### config.mk
export PLATFORM = sky130hd
export DESIGN_NAME = ohc_counter
export DESIGN_NICKNAME = d
export VERILOG_FILES = /design/src/core/ohc_pkg.sv /design/src/core/ohc_sync.sv /design/src/core/ohc_nvstore.sv /design/src/core/ohc_counter.sv
export VERILOG_INCLUDE_DIRS = /design/src /design/src/core
export SDC_FILE = /design/constraint.sdc
export NUM_CORES = 2
export LEC_CHECK = 0
export BUFFER_PORTS_ARGS = -buffer_cell sky130_fd_sc_hd__buf_4
export CAP_MARGIN = 20
export CORE_ASPECT_RATIO = 0.7
export CORE_MARGIN = 2
export CORE_UTILIZATION = 66
export DETAILED_ROUTE_END_ITERATION = 12
export MAX_ROUTING_LAYER = met4
export PLACE_DENSITY_LB_ADDON = 0.05
export SYNTH_ARGS = -nofsm -noshare
export SYNTH_HDL_FRONTEND = slang
export SYNTH_SLANG_ARGS = --single-unit
### constraint.sdc
create_clock -name clock -period 91.8 [get_ports clock]
set_input_delay 13.77 -clock clock [delete_from_list [all_inputs] [get_ports clock]]
set_output_delay 13.77 -clock clock [all_outputs]
set_load 0.02 [all_outputs]
### src/core/ohc_cfg.svh
// Constants of the operating hours counter: offsets, field positions, resets, limits, timing.
// Assumes inclusion by bare name from the counter and its bench.
`ifndef OHC_CFG_SVH
`define OHC_CFG_SVH

// Register byte offsets
`define OHC_OFS_CTRL      8'h00
`define OHC_OFS_INTERVAL  8'h04
`define OHC_OFS_OFFSET    8'h08
`define OHC_OFS_STATUS    8'h0C
`define OHC_OFS_TTG       8'h10
`define OHC_OFS_RUNH      8'h14

// Control register fields
`define OHC_CTRL_MODE_BIT    0
`define OHC_CTRL_SRC_BIT     1
`define OHC_CTRL_RUN_BIT     2
`define OHC_CTRL_BLK_LSB     8
`define OHC_CTRL_BLK_MSB     15

// Hours and minutes fields of interval and offset writes
`define OHC_HM_HOUR_LSB      0
`define OHC_HM_HOUR_MSB      16
`define OHC_HM_MIN_LSB       24
`define OHC_HM_MIN_MSB       29

// Status register fields
`define OHC_STAT_ALARM_BIT   0
`define OHC_STAT_MON_BIT     1
`define OHC_STAT_SEEN_BIT    2

// Reset values
`define OHC_RST_MODE         1'h0
`define OHC_RST_SRC          1'h0
`define OHC_RST_RUN          1'h1
`define OHC_RST_BLK          8'h00

// Limits
`define OHC_MIN_PER_HOUR     23'h00003C
`define OHC_MIN_MAX          6'h3B
`define OHC_INT_HOUR_MAX     17'h0270F
`define OHC_RUN_HOUR_MAX     17'h1869F
`define OHC_RUN_MAX_MIN      23'h5B8D44
`define OHC_INT_MAX_MIN      20'h927BF

// Timing: one minute of on-time in ns, clock period in ns
`define OHC_MINUTE_NS        64'h0000000DF8475800
`define OHC_CLK_NS           64'h000000000000000A

`endif

### src/core/ohc_pkg.sv
// Types shared by the operating hours counter files.
// Assumes the constants header sits beside it.
package ohc_pkg;
  // Alarm clear mode
  typedef enum logic {
    OHC_CLR_R    = 1'b0,  // Only the reset inputs clear
    OHC_CLR_R_EN = 1'b1   // Monitor low clears as well
  } ohc_clr_mode_t;

  typedef logic [22:0] ohc_run_min_t;  // Run time in minutes
  typedef logic [19:0] ohc_int_min_t;  // Interval or time-to-go in minutes
endpackage

### src/core/ohc_sync.sv
// Three-stage input synchroniser with agreement filter.
// Assumes an asynchronous level input and one clock.
module ohc_sync (
  input  wire logic clock,   // System clock
  input  wire logic rst,     // Synchronous reset, high
  input  wire logic din,     // Asynchronous level
  output logic      dout     // Filtered level
);
  logic s1_r;  // First stage, read only by the second
  logic s2_r;  // Second stage
  logic s3_r;  // Third stage

  // Shift chain
  always_ff @(posedge clock) begin
    if (rst) begin
      s1_r <= 1'h0;
      s2_r <= 1'h0;
      s3_r <= 1'h0;
    end else begin
      s1_r <= din;
      s2_r <= s1_r;
      s3_r <= s2_r;
    end
  end

  // Output follows once second and third agree
  always_ff @(posedge clock) begin
    if (rst) begin
      dout <= 1'h0;
    end else if (s2_r == s3_r) begin
      dout <= s3_r;
    end
  end
endmodule

### src/core/ohc_nvstore.sv
// Retentive store of interval, time-to-go and run time.
// Assumes por only at cold start; the ordinary reset leaves the contents alone.
module ohc_nvstore (
  input  wire logic                  clock,     // System clock
  input  wire logic                  por,       // Cold-start clear, high
  input  wire logic                  wr_int,    // Write interval
  input  wire ohc_pkg::ohc_int_min_t int_d,     // New interval
  input  wire logic                  wr_tto,    // Write time-to-go
  input  wire ohc_pkg::ohc_int_min_t tto_d,     // New time-to-go
  input  wire logic                  wr_run,    // Write run time
  input  wire ohc_pkg::ohc_run_min_t run_d,     // New run time
  output ohc_pkg::ohc_int_min_t      int_q,     // Stored interval
  output ohc_pkg::ohc_int_min_t      tto_q,     // Stored time-to-go
  output ohc_pkg::ohc_run_min_t      run_q      // Stored run time
);
  // Interval word
  always_ff @(posedge clock) begin
    if (por) begin
      int_q <= 20'h00000;
    end else if (wr_int) begin
      int_q <= int_d;
    end
  end

  // Time-to-go word
  always_ff @(posedge clock) begin
    if (por) begin
      tto_q <= 20'h00000;
    end else if (wr_tto) begin
      tto_q <= tto_d;
    end
  end

  // Run time word
  always_ff @(posedge clock) begin
    if (por) begin
      run_q <= 23'h000000;
    end else if (wr_run) begin
      run_q <= run_d;
    end
  end
endmodule

### src/core/ohc_counter.sv
// Operating hours counter: run time accumulator, service time-to-go and alarm.
// Assumes pins arrive asynchronously and software uses the plain register port.
//
// Overview of operation
// (RULE1) Maint reset edge: clear alarm, reload interval
// (RULE2) Maint reset keeps run hours
// (RULE3) Reset-all edge: alarm off, hours zero, reload
// (RULE4) Monitor high counts both; low holds both
// (RULE5) Alarm when time-to-go reaches zero
// (RULE6) Clear mode: resets, or resets plus monitor low
// (RULE7) Run hours count regardless of maint reset
// (RULE8) Run hours saturate at 99999 hours
// (RULE9) Interval, time-to-go, run hours always retained; rst drops a referenced interval, reloading time-to-go with the software one
// (RULE10) Interval up to 9999 h 59 m
// (RULE11) Run hours offset with minutes up to 59
// (RULE12) Offset without maint reset: interval minus remainder
// (RULE13) No runtime preset; interval change reloads directly
// (RULE14) Interval from referenced block, hours only
// (RULE15) Time-to-go stops at zero
//
// Chosen here: the address-and-strobe port and the placing of the registers.
`include "ohc_cfg.svh"
module ohc_counter #(
  parameter logic [35:0] MINUTE_CYCLES = 36'(`OHC_MINUTE_NS / `OHC_CLK_NS)  // Cycles per minute
) (
  input  wire logic        clock,          // System clock, 100 MHz
  input  wire logic        rst,            // Synchronous reset, high
  input  wire logic        por,            // Cold-start clear of retained words
  input  wire logic        monitor_in,     // Monitoring pin
  input  wire logic        maint_reset,    // Maintenance reset pin
  input  wire logic        reset_all,      // Full reset pin
  input  wire logic [15:0] ref_value,      // Referenced block value in hours
  output logic      [7:0]  ref_block_num,  // Selected block number
  output logic             alarm_out,      // Service alarm
  input  wire logic [7:0]  addr,           // Register byte address
  input  wire logic [31:0] wdata,          // Write data
  input  wire logic        wr,             // Write strobe
  input  wire logic        rd,             // Read strobe
  output logic      [31:0] rdata           // Read data, cycle after rd
);

  // Hours and minutes to minutes, clamped per field and in total
  function automatic ohc_pkg::ohc_run_min_t hm_to_min(input logic [16:0] h, input logic [5:0] m,
                                                       input logic [16:0] hmax);
    logic [16:0] hc;
    logic [5:0]  mc;
    logic [28:0] t;
    hc = (h > hmax) ? hmax : h;
    mc = (m > `OHC_MIN_MAX) ? `OHC_MIN_MAX : m;
    t  = 29'(hc) * 29'(`OHC_MIN_PER_HOUR) + 29'(mc);
    if (t > 29'(`OHC_RUN_MAX_MIN)) begin
      t = 29'(`OHC_RUN_MAX_MIN);
    end
    return t[22:0];
  endfunction

  logic                  mon_lvl;       // Filtered monitor
  logic                  mnt_lvl;       // Filtered maint reset
  logic                  ral_lvl;       // Filtered reset-all
  logic                  mnt_d_r;       // Maint level, last cycle
  logic                  ral_d_r;       // Reset-all level, last cycle
  logic                  mnt_edge;      // Maint rising edge
  logic                  ral_edge;      // Reset-all rising edge
  ohc_pkg::ohc_clr_mode_t mode_r;       // Alarm clear mode
  logic                  src_ref_r;     // Interval from referenced block
  logic                  run_mode_r;    // Runtime (1) or programming (0)
  logic [7:0]            blk_r;         // Block number of reference
  ohc_pkg::ohc_int_min_t local_int_r;   // Interval written by software
  logic                  seen_r;        // A maint reset has happened
  logic [35:0]           pre_r;         // Minute prescaler
  logic                  tick;          // One minute of on-time
  ohc_pkg::ohc_int_min_t eff_int;       // Interval in force
  ohc_pkg::ohc_int_min_t int_q;         // Stored interval
  ohc_pkg::ohc_int_min_t tto_q;         // Stored time-to-go
  ohc_pkg::ohc_run_min_t run_q;         // Stored run time
  logic                  int_chg;       // Interval in force differs
  logic                  off_wr;        // Accepted offset write
  ohc_pkg::ohc_run_min_t off_min;       // Offset in minutes
  ohc_pkg::ohc_int_min_t off_tto;       // Time-to-go after offset
  logic                  wr_tto;        // Time-to-go write enable
  ohc_pkg::ohc_int_min_t tto_nxt;       // Next time-to-go
  logic                  wr_run;        // Run time write enable
  ohc_pkg::ohc_run_min_t run_nxt;       // Next run time
  logic                  clr_cond;      // Alarm clear condition
  logic                  alarm_nxt;     // Next alarm

  // Pin synchronisers
  ohc_sync u_mon (.clock(clock), .rst(rst), .din(monitor_in),  .dout(mon_lvl));
  ohc_sync u_mnt (.clock(clock), .rst(rst), .din(maint_reset), .dout(mnt_lvl));
  ohc_sync u_ral (.clock(clock), .rst(rst), .din(reset_all),   .dout(ral_lvl));

  // Edge history of the reset inputs
  always_ff @(posedge clock) begin
    if (rst) begin
      mnt_d_r <= 1'h0;
      ral_d_r <= 1'h0;
    end else begin
      mnt_d_r <= mnt_lvl;
      ral_d_r <= ral_lvl;
    end
  end
  assign mnt_edge = mnt_lvl & ~mnt_d_r;
  assign ral_edge = ral_lvl & ~ral_d_r;

  // Control register
  always_ff @(posedge clock) begin
    if (rst) begin
      mode_r     <= ohc_pkg::ohc_clr_mode_t'(`OHC_RST_MODE);
      src_ref_r  <= `OHC_RST_SRC;
      run_mode_r <= `OHC_RST_RUN;
      blk_r      <= `OHC_RST_BLK;
    end else if (wr && addr == `OHC_OFS_CTRL) begin
      mode_r     <= ohc_pkg::ohc_clr_mode_t'(wdata[`OHC_CTRL_MODE_BIT]);
      src_ref_r  <= wdata[`OHC_CTRL_SRC_BIT];
      run_mode_r <= wdata[`OHC_CTRL_RUN_BIT];
      blk_r      <= wdata[`OHC_CTRL_BLK_MSB:`OHC_CTRL_BLK_LSB];
    end
  end
  assign ref_block_num = blk_r;

  // Software interval, kept over ordinary reset like the stored words
  always_ff @(posedge clock) begin
    if (por) begin
      local_int_r <= 20'h00000;
    end else if (wr && addr == `OHC_OFS_INTERVAL) begin
      local_int_r <= 20'(hm_to_min(wdata[`OHC_HM_HOUR_MSB:`OHC_HM_HOUR_LSB],  // RULE10
                                   wdata[`OHC_HM_MIN_MSB:`OHC_HM_MIN_LSB], `OHC_INT_HOUR_MAX));
    end
  end

  // Interval in force; a reference counts whole hours, out of range rounds to the limit
  assign eff_int = src_ref_r ? 20'(hm_to_min({1'h0, ref_value}, 6'h00, `OHC_INT_HOUR_MAX))  // RULE14
                             : local_int_r;
  assign int_chg = (eff_int != int_q);

  // Offset preset, ignored while in runtime
  assign off_wr  = wr && addr == `OHC_OFS_OFFSET && !run_mode_r;  // RULE13
  assign off_min = hm_to_min(wdata[`OHC_HM_HOUR_MSB:`OHC_HM_HOUR_LSB],  // RULE11
                             wdata[`OHC_HM_MIN_MSB:`OHC_HM_MIN_LSB], `OHC_RUN_HOUR_MAX);
  assign off_tto = (eff_int == 20'h00000) ? 20'h00000
                 : 20'(23'(eff_int) - (off_min % 23'(eff_int)));  // RULE12

  // Maint reset history for the remainder formula
  always_ff @(posedge clock) begin
    if (por) begin
      seen_r <= 1'h0;
    end else if (mnt_edge) begin
      seen_r <= 1'h1;
    end
  end

  // Minute prescaler runs only on on-time, so partial minutes carry over
  always_ff @(posedge clock) begin
    if (rst) begin
      pre_r <= 36'h000000000;
    end else if (mon_lvl && run_mode_r) begin  // RULE4
      pre_r <= tick ? 36'h000000000 : pre_r + 36'h000000001;
    end
  end
  assign tick = mon_lvl && run_mode_r && (pre_r == MINUTE_CYCLES - 36'h000000001);

  // Next time-to-go: resets, then interval change, then offset, then count down
  always_comb begin
    wr_tto  = 1'h1;
    tto_nxt = tto_q;
    if (ral_edge || mnt_edge) begin
      tto_nxt = eff_int;  // RULE1
    end else if (int_chg) begin
      tto_nxt = eff_int;  // RULE13
    end else if (off_wr && !seen_r) begin
      tto_nxt = off_tto;  // RULE12
    end else if (tick && tto_q != 20'h00000) begin
      tto_nxt = tto_q - 20'h00001;  // RULE4
    end else begin
      wr_tto  = 1'h0;  // RULE15
    end
  end

  // Next run time: reset-all, then offset, then count up; maint reset plays no part
  always_comb begin
    wr_run  = 1'h1;
    run_nxt = run_q;
    if (ral_edge) begin
      run_nxt = 23'h000000;  // RULE3
    end else if (off_wr) begin
      run_nxt = off_min;  // RULE11
    end else if (tick && run_q < `OHC_RUN_MAX_MIN) begin
      run_nxt = run_q + 23'h000001;  // RULE7
    end else begin
      wr_run  = 1'h0;  // RULE8
    end
  end

  // Retained words
  ohc_nvstore u_nv (  // RULE9
    .clock  (clock),
    .por    (por),
    .wr_int (int_chg),
    .int_d  (eff_int),
    .wr_tto (wr_tto),
    .tto_d  (tto_nxt),
    .wr_run (wr_run),
    .run_d  (run_nxt),
    .int_q  (int_q),
    .tto_q  (tto_q),
    .run_q  (run_q)
  );

  // Alarm: clear condition wins, else set while time-to-go is zero
  assign clr_cond  = mnt_lvl || ral_lvl || ral_edge || mnt_edge
                   || (mode_r == ohc_pkg::OHC_CLR_R_EN && !mon_lvl);  // RULE6
  assign alarm_nxt = clr_cond ? 1'h0 : (tto_q == 20'h00000);  // RULE5

  // Alarm register
  always_ff @(posedge clock) begin
    if (rst) begin
      alarm_out <= 1'h0;
    end else begin
      alarm_out <= alarm_nxt;
    end
  end

  // Read data, present only in the cycle after the strobe
  always_ff @(posedge clock) begin
    if (rst || !rd) begin
      rdata <= 32'h00000000;
    end else if (addr == `OHC_OFS_CTRL) begin
      rdata <= {16'h0000, blk_r, 5'h00, run_mode_r, src_ref_r, mode_r};
    end else if (addr == `OHC_OFS_INTERVAL) begin
      rdata <= {12'h000, int_q};
    end else if (addr == `OHC_OFS_STATUS) begin
      rdata <= {29'h00000000, seen_r, mon_lvl, alarm_out};
    end else if (addr == `OHC_OFS_TTG) begin
      rdata <= {12'h000, tto_q};
    end else if (addr == `OHC_OFS_RUNH) begin
      rdata <= {9'h000, run_q};
    end else begin
      rdata <= 32'h00000000;
    end
  end
endmodule

# After elaboration in Yosys (flattened, before gate mapping)
# Index checks and enable logic that the tools add are counted.
[classes]
addsub = 6
n_mul = 3
div_mod_pow = 1
n_lt_le_gt_ge = 8
eq_ne = 10
shifts = 0
n_mux = 29
n_bitwise = 5
reduce_logical = 32
[op_table]
columns = ["operator", "n"]
rows = [
  ["two-way mux 20 bit", 12],
  ["two-way mux 23 bit", 4],
  ["adder 23 x 6 -> 24 bit", 2],
  ["greater-than comparator 24 x 23 -> 1 bit, second input constant", 2],
  ["multiplier 17 x 4 -> 21 bit, second input constant", 2],
  ["zero test 20 bit", 2],
  ["adder 36 x 1 -> 36 bit, second input constant", 1],
  ["== test 36 x 33 -> 1 bit, second input constant", 1],
  ["two-way mux 36 bit", 1],
  ["two-way mux 17 bit", 2],
  ["two-way mux 16 bit", 2],
  ["adder 23 x 1 -> 23 bit, second input constant", 1],
  ["greater-than comparator 22 x 23 -> 1 bit, second input constant", 1],
  ["< comparator 23 bit, second input constant", 1],
  ["remainder unit 23 x 20 -> 23 bit", 1],
  ["multiplier 16 x 4 -> 20 bit, second input constant", 1],
  ["inequality test 20 bit", 1],
  ["nonzero test 20 bit", 1],
  ["subtractor 20 x 1 -> 20 bit, second input constant", 1],
  ["subtractor 20 bit", 1],
  ["greater-than comparator 17 x 14 -> 1 bit, second input constant", 1],
  ["greater-than comparator 17 bit, second input constant", 1],
  ["== test 8 x 4 -> 1 bit, second input constant", 2],
  ["== test 8 x 5 -> 1 bit, second input constant", 2],
  ["18 further kinds", 48],
]
[totals]
register_bits = 178
latchBits = 0
ramBits = 0
rom_bits = 0
input_bits = 64
output_inout_bits = 41
wordCells = 123
n_memories = 0

# Logic depth before layout (Yosys ltp)
[depth]
word_depth = 12
depth_mapped = 308
depth_no_buf = 287

# Cells and area by module
# From an unflattened synthesis, not the netlist that was laid out.
[hier_totals]
cells_unflattened = 4091
area_unflattened_um2 = 30528.0
[modules_own_cells]
columns = ["module", "instances", "cells_per_inst", "area_each_um2", "seq_area_each_um2"]
rows = [
  ["ohc_counter", 1, 3858, 27929.3, 1881.8],
  ["ohc_nvstore", 1, 203, 2260.9, 1261.2],
  ["ohc_sync", 3, 10, 112.6, 80.1],
]

# Least setup slack after synthesis
# OpenSTA, ideal clock, no wires.
[synth_timing]
kind = "input-to-reg"
startpoint = "input wdata[16]"
endpoint = "register u_nv.tto_q[19]"
setup_ps = 69
arrival_ps = 72541
required_time_ps = 91731
setup_slack_ps = 19191
path_stages = 287
n_path_buf = 25
path_cell_list = "inv_1 and4_1 a311o_1 a21oi_1 o21ai_0 nand3_1 clkbuf_1 nand2_1 fa_1 inv_1 fa_1 ha_1 clkbuf_1 o21ai_1 a21oi_1 a221o_1 or3_1 nand2_1 [251 not listed] o21ai_0 a21boi_0 o21a_1 o21a_1 o21a_1 o21a_1 o21a_1 o21ai_0 a21oi_1 o2111ai_1 nand3_1 a31o_2 a21oi_1 xnor2_1 xor2_1 nor2_1 mux2_2 o21ai_1"
[synth_between]
elab_chain_len = 12
[synth_rtl]
columns = ["item", "line", "rtl"]
rows = [
  ["start, declared", "ohc_counter.sv:36", "input wire logic [31:0] wdata,"],
  ["greater-than comparator 17 bit", "ohc_counter.sv:48", "hc = (h > hmax) ? hmax : h;"],
  ["two-way mux 17 bit (*)", "ohc_counter.sv:48", ""],
  ["multiplier 17 x 4 -> 21 bit (*)", "ohc_counter.sv:50", "t = 29'(hc) * 29'(`OHC_MIN_PER_HOUR) + 29'(mc);"],
  ["adder 23 x 6 -> 24 bit (*)", "ohc_counter.sv:50", ""],
  ["greater-than comparator 24 x 23 -> 1 bit", "ohc_counter.sv:51", "if (t > 29'(`OHC_RUN_MAX_MIN)) begin"],
  ["two-way mux 23 bit (*)", "ohc_counter.sv:51", ""],
  ["remainder unit 23 x 20 -> 23 bit (*)", "ohc_counter.sv:141", ": 20'(23'(eff_int) - (off_min % 23'(eff_int)));"],
  ["subtractor 20 bit (*)", "ohc_counter.sv:141", ""],
  ["two-way mux 20 bit (*)", "ohc_counter.sv:140", "assign off_tto = (eff_int == 20'h00000) ? 20'h00000"],
  ["two-way mux 20 bit (*)", "ohc_counter.sv:170", "end else if (off_wr && !seen_r) begin"],
  ["two-way mux 20 bit (*)", "ohc_counter.sv:168", "end else if (int_chg) begin"],
  ["two-way mux 20 bit (*)", "ohc_counter.sv:166", "if (ral_edge || mnt_edge) begin"],
  ["end signal, assigned", "ohc_nvstore.sv:30", "tto_q <= tto_d;"],
  ["end, declared", "ohc_nvstore.sv:13", "output ohc_pkg::ohc_int_min_t tto_q,"],
]
# Mark *: on every way between the ends. The rest lies on a longest branch, timed or not.
# A chain may end at the register's enable or synchronous reset.

# Final worst setup path
# Ends and elaborated chain as after synthesis.

==> flow_summary.yaml <==
yosys:
  synth_flop_cell: "dfxtp_1"
  yosys-top-cells-area: "ha_1, dfxtp_1, nor2_1"
  avgSynthCellArea_sq_um: 7.28
  synth.distinct_cells: 105
  ys_ff_latch: 169
  synth-edff-count: 0
  syn_area_sq_um: 30700
  synth.top_cell.area_share_pct: 15.4
  synthArstFlopShare_pct: 0
  yosysWarnings: 0
  syn_inst: 4214
  ys_seq_area_share_pct: 11.0
  yosys.area.top_type: "ha_1"
detailed_routing:
  dr.pass1.iters: 8
  drtIter0Drc: 3555
  vias_per_cell: 6.52
  remaining_drc_errors: 0
  drt-total-wl_mm: 97.4
  wire_per_inst_um: 20.0
  ant_nets: 0
  via_count: 31700
timing:
  timing.fmax_ghz: 0.0117
  fin_crit_sh_pct: 93.3
  fin_skew_ns: 0.0211
  min_period_ns: 85.68
  whs_ns: 0.443
  tightest_slew_ns: 1.16
  drv_slew: 0
  setup_tns_ns: 0
  setup_viol: 0
  rsz0062_at_grt: "no"
  hold_viol_final: 0
  slew_headroom_pct: 21.6
cts:
  cts.clk_slew.worst_paths_ns: 0.08
  cts_sinks: 169
  clk_path_buf_depth: 2
  htreeDepth: 4
  postCtsHoldBufs: 0
  cts.repair.resized: 0
  numCtsBuffers: 17
  cts_tree: "built"
  post-cts-setup-buffers: 0
  clkLatencyLatePin_ns: 0.45
  cts_root_buf: "clkbuf_16"
setup_path:
  cp-end-kind: "flop"
  worst_ep_arrival_time_ns: 86.05
  cpMaxStageDelayCell: "a211oi_1"
  cp.required_ns: 92.18
  critPathMaxStageDelay_ns: 0.72
  r2r-start: "src_ref_r"
  crit_path_start: "wdata[16]"
  worstSetupPathType: "in -> reg"
  crit_top_cell: "o21ai_0"
  worst_setup_path_start_kind: "primary input"
  critPathMaxFanout: 34
global_routing:
  grt-busiest-layer: "met2"
  met2_usage_pct: 59.2
  grt_use_met1_pct: 57.7
  met3_usage_pct: 6.52
  grt_max_degree: 68
  grtUsageTotal_pct: 40.8
  grt_pass1_vias: 28400
  grt_overflow_total: 0
  grt_pass1_wl_mm: 153
  antenna_found_initial: 1
cells_and_area:
  nets: 4770
  seqCellArea_sq_um: 3380
  most-common-layout-cells: "nor2_1, ha_1, nand2_1, a21oi_1, o21ai_0"
  antennaDiodeCount: 0
  drive_above_1_share_pct: 7.94
  fin_util_pct: 70.9
  syn_to_final_growth_pct: 6.74
  n_fill_cell: 3999
  layout_commonest_cell: "nor2_1"
  multiInputGateArea_sq_um: 26000
floorplan:
  fp.dieW_um: 262
  floorplan.rows: 66
  chipHeight_um: 184
  start_util_pct: 66.4
  die_area_sq_um: 48200
  fp.coreArea_sq_um: 46200
  ios: 105
status:
  outcome: "completed"
run:
  maxCapViolCount: 0
placed_design:
  hpwlAfterDp_mm: 74.6
  gp_congestion: 1.05
  port_buffers: 86
hold_path:
  hold_start: "u_mnt.s1_r"
  hp-class: "reg -> reg"
## worst paths after layout
path / cells past startpoint / to / slack, ns
max: 272 / u_nv.tto_q[19] / 6.12
min: 1 / u_mnt.s2_r / 0.44
max reg2reg: 255 / u_nv.tto_q[19] / 23.02
min reg2reg: 1 / u_mnt.s2_r / 0.44
## critical path: cells and delay by family
family          cells  cell delay, ns
compound gates    142           35.18
xor+xnor            2            0.44
fa+ha+maj          27            9.01
buf+inv             9            1.57
mux                 6            2.15
simple gates       86           23.79
## registers in the layout, indices dropped and copies added, names as in the netlist, 8 cells and up
| signal | count |
|---|---|
| local_int_r | 20 |
| ref_block_num | 8 |
| u_nv.tto_q | 20 |
| u_nv.run_q | 23 |
| pre_r | 36 |
| rdata | 23 |
| u_nv.int_q | 20 |
## metal layers
metal / routed length [um] / vias up
li1: - / 15300
met1: 43500 / 14600
met2: 40100 / 1587
met3: 10700 / 212
met4: 3230 / 0
met5: 0 / -
## kinds of logic after synthesis
family          synth area share [%]
simple gates                    25.3
compound gates                  25.9
fa+ha+maj                       21.1
buf+inv                         5.15
xor+xnor                        8.44
flops                           11.0
mux                             3.03
other cells                   0.0245
## through the flow
step	cells	cell area, sq um	setup slack (ns)
after floorplan	4242	30800	19.19
after global placement	4834	32100	8.42
after detailed placement	4834	32100	8.16
after CTS	4866	32700	8.27
after global routing	4868	32700	1.01
final	4868	32700	6.12
## cells in the mapped netlist (all sizes together) (15+ instances only)
library cell    n
mux2i          20
and4           15
fa             86
a22o           16
a22oi          33
and3           48
ha            377
or2            40
a31oi          47
dfxtp         169
nor2b          64
nand3         111
o21ai         265
mux2           64
o211ai         27
or3            58
xor2          120
and2           49
nor4           42
nor2          476
o21a          101
o31ai          28
a221oi         17
a21oi         283
a31o           15
clkbuf        123
a21boi         26
nand2b         66
nand2         376
inv           254
o21bai         19
buf            30
a21o           82
nand4          54
nor3          153
o31a           17
xnor2         172
a211oi         61
## area by class of cell
class,count,share of cell area [%]
inverters,254,2.91
flip-flops and latches,169,10.3
repair buffers,135,3.16
multi-input cells,3666,79.3
well taps,612,2.34
clock buffers,17,1.30
clock inverters,15,0.631
Power is left out: the tool's default activity adds up to more than one toggle a clock period on the data nets, which glitch-free logic cannot reach.
